<file path="src/logic/scit_pkg.sv">
// Package with opcode classes and timing counts for the system control and unit issue block.
`default_nettype none
package scit_pkg;
  // Instruction classes presented by the decoder.
  typedef enum logic [3:0] {
    SCIT_CLS_NONE,
    SCIT_CLS_LINE_MAINT,
    SCIT_CLS_RS_FLUSH,
    SCIT_CLS_LINE_PREF,
    SCIT_CLS_LOW_POWER,
    SCIT_CLS_WB_DRAIN,
    SCIT_CLS_UNIT_OP,
    SCIT_CLS_UNIT_LOAD,
    SCIT_CLS_UNIT_LOAD_MULTI,
    SCIT_CLS_UNIT_TO_CORE,
    SCIT_CLS_CORE_TO_UNIT,
    SCIT_CLS_UNIT_STORE,
    SCIT_CLS_UNIT_STORE_MULTI,
    SCIT_CLS_TRAP_RETURN
  } scit_class_t;
  localparam int SCIT_CNT_W = 6;
  localparam int SCIT_REG_W = 4;
  localparam int SCIT_NREGS = 16;
  localparam int SCIT_RS_DEPTH = 4;
  // Issue and result latencies in core cycles.
  localparam logic [5:0] SCIT_SYS_ISSUE = 6'h01;
  localparam logic [5:0] SCIT_SYS_RESULT = 6'h01;
  localparam logic [5:0] SCIT_OP_ISSUE = 6'h01;
  localparam logic [5:0] SCIT_LOAD_ISSUE = 6'h01;
  localparam logic [5:0] SCIT_LOAD_RESULT = 6'h05;
  localparam logic [5:0] SCIT_MVCR_ISSUE = 6'h02;
  localparam logic [5:0] SCIT_MVCR_RESULT = 6'h04;
  localparam logic [5:0] SCIT_MVRC_ISSUE = 6'h01;
  localparam logic [5:0] SCIT_MVRC_RESULT = 6'h05;
  localparam logic [5:0] SCIT_STORE_ISSUE = 6'h01;
  localparam logic [5:0] SCIT_STORE_RESULT = 6'h05;
  localparam logic [5:0] SCIT_MULTI_STORE_EXTRA = 6'h01;
  localparam logic [5:0] SCIT_TRAP_RET_ISSUE = 6'h04;
endpackage : scit_pkg
`default_nettype wire

</file>
<file path="src/logic/scit_scoreboard.sv">
// Per-register result countdown scoreboard for the issue block.
`default_nettype none
module scit_scoreboard
  import scit_pkg::*;
(
  input wire logic i_core_clk,
  input wire logic i_rst,
  input wire logic i_set,
  input wire logic [scit_pkg::SCIT_REG_W-1:0] i_set_reg,
  input wire logic [scit_pkg::SCIT_CNT_W-1:0] i_set_lat,
  output logic [scit_pkg::SCIT_NREGS-1:0] o_busy
);
  logic [SCIT_CNT_W-1:0] cnt_r [SCIT_NREGS];
  logic [SCIT_CNT_W-1:0] cnt_nxt [SCIT_NREGS];

  // Each register counts down the cycles until its result may be read.
  genvar g;
  for (g = 0; g < SCIT_NREGS; g++) begin : g_reg
    always_comb begin
      if (i_set && (i_set_reg == SCIT_REG_W'(g)) && (i_set_lat > cnt_r[g])) begin
        cnt_nxt[g] = i_set_lat - 6'h01;
      end else if (cnt_r[g] != '0) begin
        cnt_nxt[g] = cnt_r[g] - 6'h01;
      end else begin
        cnt_nxt[g] = cnt_r[g];
      end
    end
    always_ff @(posedge i_core_clk) begin
      if (i_rst) begin
        cnt_r[g] <= '0;
      end else begin
        cnt_r[g] <= cnt_nxt[g];
      end
    end
    assign o_busy[g] = (cnt_r[g] != '0);
  end
endmodule : scit_scoreboard
`default_nettype wire

</file>
<file path="src/logic/scit_issue_ctrl.sv">
// Issue and result-latency control for system control, unit transfer and trap return.
`default_nettype none
module scit_issue_ctrl
  import scit_pkg::*;
(
  input wire logic i_core_clk,
  input wire logic i_rst,
  input wire logic i_valid,
  input wire scit_pkg::scit_class_t i_class,
  input wire logic i_dst_en,
  input wire logic [scit_pkg::SCIT_REG_W-1:0] i_dst_reg,
  input wire logic i_src_a_en,
  input wire logic [scit_pkg::SCIT_REG_W-1:0] i_src_a_reg,
  input wire logic i_src_b_en,
  input wire logic [scit_pkg::SCIT_REG_W-1:0] i_src_b_reg,
  input wire logic [scit_pkg::SCIT_CNT_W-1:0] i_multi_load_issue,
  input wire logic [scit_pkg::SCIT_CNT_W-1:0] i_multi_load_result,
  input wire logic [scit_pkg::SCIT_CNT_W-1:0] i_multi_store_issue,
  input wire logic [scit_pkg::SCIT_CNT_W-1:0] i_multi_store_result,
  output logic o_ready,
  output logic o_issued,
  output logic o_rs_flush,
  output logic o_flags_we,
  output logic o_low_power,
  output logic o_wb_drain,
  output logic o_line_maint,
  output logic o_line_pref,
  output logic o_unit_req,
  output logic [scit_pkg::SCIT_RS_DEPTH-1:0] o_rs_valid
);
  import scit_pkg::*;

  typedef enum logic [0:0] {
    SCIT_ST_IDLE,
    SCIT_ST_HOLD
  } scit_state_t;

  scit_state_t state_r, state_nxt;
  logic [SCIT_CNT_W-1:0] hold_r, hold_nxt;
  logic ready_r, ready_nxt;
  logic issued_r, issued_nxt;
  logic rs_flush_r, rs_flush_nxt;
  logic low_power_r, low_power_nxt;
  logic wb_drain_r, wb_drain_nxt;
  logic line_maint_r, line_maint_nxt;
  logic line_pref_r, line_pref_nxt;
  logic unit_req_r, unit_req_nxt;
  logic [SCIT_RS_DEPTH-1:0] rs_valid_r, rs_valid_nxt;
  logic [SCIT_NREGS-1:0] busy;
  logic hazard;
  logic take;
  logic [SCIT_CNT_W-1:0] issue_lat;
  logic [SCIT_CNT_W-1:0] result_lat;
  logic writes_core;

  // True when a class sends a request across the unit interface.
  function automatic logic scit_is_unit(input scit_class_t c);
    return (c == SCIT_CLS_UNIT_OP) || (c == SCIT_CLS_UNIT_LOAD) ||
           (c == SCIT_CLS_UNIT_LOAD_MULTI) || (c == SCIT_CLS_UNIT_TO_CORE) ||
           (c == SCIT_CLS_CORE_TO_UNIT) || (c == SCIT_CLS_UNIT_STORE) ||
           (c == SCIT_CLS_UNIT_STORE_MULTI);
  endfunction : scit_is_unit

  // Looks up the issue and result latency of the presented class.
  always_comb begin
    writes_core = 1'b0;
    result_lat = '0;
    case (i_class)
      SCIT_CLS_LINE_MAINT, SCIT_CLS_LINE_PREF, SCIT_CLS_LOW_POWER, SCIT_CLS_WB_DRAIN: begin
        issue_lat = SCIT_SYS_ISSUE;
        result_lat = SCIT_SYS_RESULT;
      end
      SCIT_CLS_RS_FLUSH: begin
        issue_lat = SCIT_SYS_ISSUE;
        result_lat = SCIT_SYS_RESULT;
      end
      SCIT_CLS_UNIT_OP: begin
        issue_lat = SCIT_OP_ISSUE;
      end
      SCIT_CLS_UNIT_LOAD: begin
        issue_lat = SCIT_LOAD_ISSUE;
        result_lat = SCIT_LOAD_RESULT;
        writes_core = 1'b1;
      end
      SCIT_CLS_UNIT_LOAD_MULTI: begin
        issue_lat = i_multi_load_issue;
        result_lat = i_multi_load_result;
        writes_core = 1'b1;
      end
      SCIT_CLS_UNIT_TO_CORE: begin
        issue_lat = SCIT_MVCR_ISSUE;
        result_lat = SCIT_MVCR_RESULT;
        writes_core = 1'b1;
      end
      SCIT_CLS_CORE_TO_UNIT: begin
        issue_lat = SCIT_MVRC_ISSUE;
        result_lat = SCIT_MVRC_RESULT;
      end
      SCIT_CLS_UNIT_STORE: begin
        issue_lat = SCIT_STORE_ISSUE;
        result_lat = SCIT_STORE_RESULT;
        writes_core = 1'b1;
      end
      SCIT_CLS_UNIT_STORE_MULTI: begin
        issue_lat = i_multi_store_issue + SCIT_MULTI_STORE_EXTRA;
        result_lat = i_multi_store_result + SCIT_MULTI_STORE_EXTRA;
        writes_core = 1'b1;
      end
      SCIT_CLS_TRAP_RETURN: begin
        issue_lat = SCIT_TRAP_RET_ISSUE;
      end
      default: begin
        issue_lat = 6'h01;
      end
    endcase
  end

  // A pending destination blocks any reader or rewriter of that register.
  assign hazard = (i_src_a_en && busy[i_src_a_reg]) || (i_src_b_en && busy[i_src_b_reg]) ||
                  (i_dst_en && busy[i_dst_reg]);
  assign take = i_valid && (i_class != SCIT_CLS_NONE) && (state_r == SCIT_ST_IDLE) && !hazard;

  // Issue state: holds the slot for the extra issue cycles of a class.
  always_comb begin
    state_nxt = state_r;
    hold_nxt = hold_r;
    case (state_r)
      SCIT_ST_IDLE: begin
        if (take && (issue_lat > 6'h01)) begin
          state_nxt = SCIT_ST_HOLD;
          hold_nxt = issue_lat - 6'h02;
        end
      end
      SCIT_ST_HOLD: begin
        if (hold_r == '0) begin
          state_nxt = SCIT_ST_IDLE;
        end else begin
          hold_nxt = hold_r - 6'h01;
        end
      end
      default: begin
        state_nxt = SCIT_ST_IDLE;
        hold_nxt = '0;
      end
    endcase
  end

  // Side effects registered for one cycle after the instruction is taken.
  always_comb begin
    issued_nxt = take;
    ready_nxt = (state_nxt == SCIT_ST_IDLE);
    rs_flush_nxt = take && (i_class == SCIT_CLS_RS_FLUSH);
    low_power_nxt = take && (i_class == SCIT_CLS_LOW_POWER);
    wb_drain_nxt = take && (i_class == SCIT_CLS_WB_DRAIN);
    line_maint_nxt = take && (i_class == SCIT_CLS_LINE_MAINT);
    line_pref_nxt = take && (i_class == SCIT_CLS_LINE_PREF);
    unit_req_nxt = take && scit_is_unit(i_class);
    rs_valid_nxt = rs_valid_r;
    if (take && (i_class == SCIT_CLS_RS_FLUSH)) begin
      rs_valid_nxt = '0;
    end
  end

  // Flags are never written by any class this block handles.
  assign o_flags_we = 1'b0;

  always_ff @(posedge i_core_clk) begin
    if (i_rst) begin
      state_r <= SCIT_ST_IDLE;
      hold_r <= '0;
      ready_r <= 1'b0;
      issued_r <= 1'b0;
      rs_flush_r <= 1'b0;
      low_power_r <= 1'b0;
      wb_drain_r <= 1'b0;
      line_maint_r <= 1'b0;
      line_pref_r <= 1'b0;
      unit_req_r <= 1'b0;
      rs_valid_r <= '0;
    end else begin
      state_r <= state_nxt;
      hold_r <= hold_nxt;
      ready_r <= ready_nxt;
      issued_r <= issued_nxt;
      rs_flush_r <= rs_flush_nxt;
      low_power_r <= low_power_nxt;
      wb_drain_r <= wb_drain_nxt;
      line_maint_r <= line_maint_nxt;
      line_pref_r <= line_pref_nxt;
      unit_req_r <= unit_req_nxt;
      rs_valid_r <= rs_valid_nxt;
    end
  end

  // Destination countdowns; only classes that write a core register load them.
  scit_scoreboard u_sb (
    .i_core_clk(i_core_clk),
    .i_rst(i_rst),
    .i_set(take && writes_core && i_dst_en),
    .i_set_reg(i_dst_reg),
    .i_set_lat(result_lat),
    .o_busy(busy)
  );

  assign o_ready = ready_r;
  assign o_issued = issued_r;
  assign o_rs_flush = rs_flush_r;
  assign o_low_power = low_power_r;
  assign o_wb_drain = wb_drain_r;
  assign o_line_maint = line_maint_r;
  assign o_line_pref = line_pref_r;
  assign o_unit_req = unit_req_r;
  assign o_rs_valid = rs_valid_r;
endmodule : scit_issue_ctrl
`default_nettype wire

</file>
<file path="config.mk">
export PLATFORM = sky130hd
export DESIGN_NAME = scit_issue_ctrl
export DESIGN_NICKNAME = d
export VERILOG_FILES = /design/src/logic/scit_pkg.sv /design/src/logic/scit_scoreboard.sv /design/src/logic/scit_issue_ctrl.sv
export SDC_FILE = /design/constraint.sdc
export NUM_CORES = 1
export LEC_CHECK = 0
export BUFFER_PORTS_ARGS = -buffer_cell sky130_fd_sc_hd__buf_2
export CAP_MARGIN = 20
export CORE_MARGIN = 5
export CORE_UTILIZATION = 50
export CTS_CLUSTER_DIAMETER = 50
export DETAILED_ROUTE_END_ITERATION = 16
export PLACE_DENSITY = 0.78
export REMOVE_ABC_BUFFERS = 1
export SYNTH_ARGS = -nofsm -noshare
export SYNTH_HDL_FRONTEND = slang
export SYNTH_HIERARCHICAL = 1
export SYNTH_SLANG_ARGS = --single-unit
</file>
<file path="constraint.sdc">
create_clock -name i_core_clk -period 9.3 [get_ports i_core_clk]
set_clock_uncertainty 0.1 [all_clocks]
set_input_delay 0.93 -clock i_core_clk [delete_from_list [all_inputs] [get_ports i_core_clk]]
set_output_delay 0.93 -clock i_core_clk [all_outputs]
set_load 0.03 [all_outputs]
</file>
==> results by group <==
Route
  – Initial DRC count: 723
  – Antenna violation net count after detailed routing: 0
  – Routed vias/inst: 6.18
  – Drt drc: 0
  – Via total after detailed routing: 8933
  – Routed length per placed instance: 18.6 microns
  – Final WL: 26900 microns
  – DR pass1 iterations: 5

Worst setup path
  – CP max FO: 7
  – Critical path capture point type: register
  – Startpoint Class: register
  – Critical-path cell list: inv_1 -> ha_1 -> nor4b_1 -> nand2_1 -> mux4_2 -> o2111a_1 -> nor4_1 -> and4_1 -> and3_2 -> nand3_1 -> a311o_1 -> a31oi_2 -> mux2_2
  – Slowest-stage cell, CP: mux4_2
  – WS Path Type: reg2reg
  – Largest stage delay on the critical path: 0.53 ns
  – Worst R2R Path Depth: 13
  – WP data arrival: 5.03 ns
  – WP data required: 9.46 ns

Clocking
  – CTS HTree Levels: 3
  – CTS tree: yes
  – Post-CTS Hold Buffers: 0
  – Clock slew at reported path FFs: 0.08 ns
  – Post-CTS Setup Bufs: 0
  – Worst-Skew Late Latency: 0.37 ns
  – CTS Root Cell: clkbuf_16
  – Clock Path Buffers: 2
  – CTS Sinks: 111
  – Count of cells resized by post-cts repair: 0
  – CTS buffer count: 9

Timing
  – Max Clk Rate: 205 MHz
  – Period utilisation layout: 52.4%
  – Setup ws final: 4.43 ns
  – Final hold violations: 0
  – Max Slew Vio Count: 0
  – Slew Limit Headroom: 25.4%
  – Tmin final: 4.87 ns
  – Finish-stage setup viols: 0
  – Slew of the pin with the lowest slew margin: 1.12 ns
  – TNS Setup: 0 ns
  – RSZ-0062 raised after global routing: no

Yosys
  – Simple-gate portion of the synthesized area: 19.5%
  – Mean Syn Cell Area: 8.62 sq um
  – Xor/xnor share of the synthesized area: 3.32%
  – Synth warnings: 6
  – Yosys cell types: 81
  – Fraction of registers with async set/reset: 0%
  – Ys flop type: dfxtp_1
  – #FFs+latches synth: 111
  – Area share of fa/ha/maj cells after synthesis: 15.1%
  – Mapped Cells: 1132
  – Post-synthesis compound-gate area fraction: 20.9%
  – Syn Std Cell Area: 9760 sq um
  – Main combinational cell family by area after synthesis: compound AO/OA/AOI/OAI gates
  – Count of flip-flops with a built-in enable after synthesis: 0
  – Mux contribution to synthesized area: 12.1%
  – Post-synthesis sequential area ratio: 22.8%

Place
  – Detailed placement HPWL: 19100 microns
  – DP Cell Count: 1429
  – Post-DP Area: 10300 sq um
  – GPL Wtd Cong: 0.916
  – Port buffer count: 53
  – Pre-CTS WS: 4.55 ns

Final layout
  – Layout net count: 1339
  – Post-route insts no fill: 1446
  – Most frequent cells in the layout: ha_1, dfxtp_1, inv_1
  – Layout cells sized above 1: 14.6%
  – Synth-to-Final Area Change: 8.39%
  – Post-route cell area: 10600 sq um
  – Most common cell after layout, fill and taps aside: ha_1

Floorplanning
  – Width of the die: 150 microns
  – Initial Util: 50.5%
  – Die Ht: 150 microns
  – Core Rows: 51
  – Core box area: 19300 sq um
  – Top Ports: 59
  – Die ar.: 22400 sq um

Job
  – Max-capacitance violation count: 0

Global routing
  – Number of global-route vias before repair: 8609
  – Gr usage total: 24.0%
  – Largest net degree at the start of global routing: 53
  – Global-route wire length before repair: 43200 microns
  – Initial antenna violation count: 1
  – Gr ovfl total: 0

Power
  – Leakage: 4.73 nW
  – Total power: 0.00304 W
  – PwrDens: 287 nW/um^2
  – Peak supply drop: 105 uV

Status
  – Status: completed

Min path
  – Min-Delay Path Depth: 2
  – Min-Delay Path Class: reg2reg
[metrics by stage]
stage | util, % | hold WS [ns]
6_report | 54.7 | 0.383
4_1_cts | 54.7 | 0.389
2_1_floorplan | - | 0.352
5_1_grt | 54.7 | 0.408
3_5_place_dp | 53.1 | 0.379
3_3_place_gp | 53.1 | 0.362
[path summary, 6_finish.rpt]
path / start / to / slack (ns)
worst max register to register: u_sb/cnt_r[0][42] / u_sb/cnt_r[1][46] / 4.43
worst max-delay path: u_sb/cnt_r[0][42] / u_sb/cnt_r[1][46] / 4.43
worst min register to register: hold_r[0] / hold_r[0] / 0.38
worst min-delay path: hold_r[0] / hold_r[0] / 0.38
[synth_stat cells, types with 31 or more instances]
master,number,area (sq um)
inv_1,109,409
mux2i_1,70,701
a21oi_1,57,285
nand3_1,58,290
ha_1,118,1480
o211ai_1,35,263
nor2_1,37,139
dfxtp_1,111,2220
nor2b_1,31,194
o21ai_0,56,280
nand2_1,68,255
[power by group]
part / internal, W / total [W] / switching, W
clock network: 0.000212 / 0.000408 / 0.000196
logic: 0.000776 / 0.00179 / 0.00101
registers: 0.000651 / 0.000844 / 0.000193
[worst max-delay path: cells and delay by family, from the launching register on]
family	cells	cell delay [ns]
AO/OA/AOI/OAI	3	1.01
adder cells (fa/ha/maj)	1	0.23
buffers and inverters	1	0.08
flip-flops	1	0.34
multiplexers	2	0.92
AND/OR/NAND/NOR	6	2.07
[per-layer routing]
| layer | vias to the layer above | global-route usage (%) | part of all wire, % |
|---|---|---|---|
| met2 | 335 | 38.5 | 46 |
| met1 | 4233 | 31.2 | 44 |
| met4 | 0 | 10.9 | 3.0 |
| li1 | 4302 | - | - |
| met5 | - | 0 | 0 |
| met3 | 63 | 4.63 | 7.7 |
[kinds of logic after synthesis]
kind of cell               Yosys count
and+or+nand+nor                    339
xor gates and xnor gates            37
other                                1
DFF                                111
buffers and inverters              146
adders and majority gates          118
muxes                              105
AOI/OAI and AO/OA                  275
[sequential cells by signal (all words and copies together), names as in the netlist]
register      count
hold_r            6
o_issued          1
o_line_maint      1
o_line_pref       1
o_low_power       1
o_ready           1
o_rs_flush        1
o_unit_req        1
o_wb_drain        1
state_r           1
u_sb/cnt_r       96
[area by class of cell]
cell class	instances	area [sq um]
clock buffers	9	225
multi-input cells	879	6950
diodes	1	2.50
flip-flops and latches	111	2220
clock inverters	7	80.1
well taps	265	332
fillers	1776	8760
inverters	110	413
repair buffers	64	348
No activity file was read; power rests on OpenSTA's default activity.
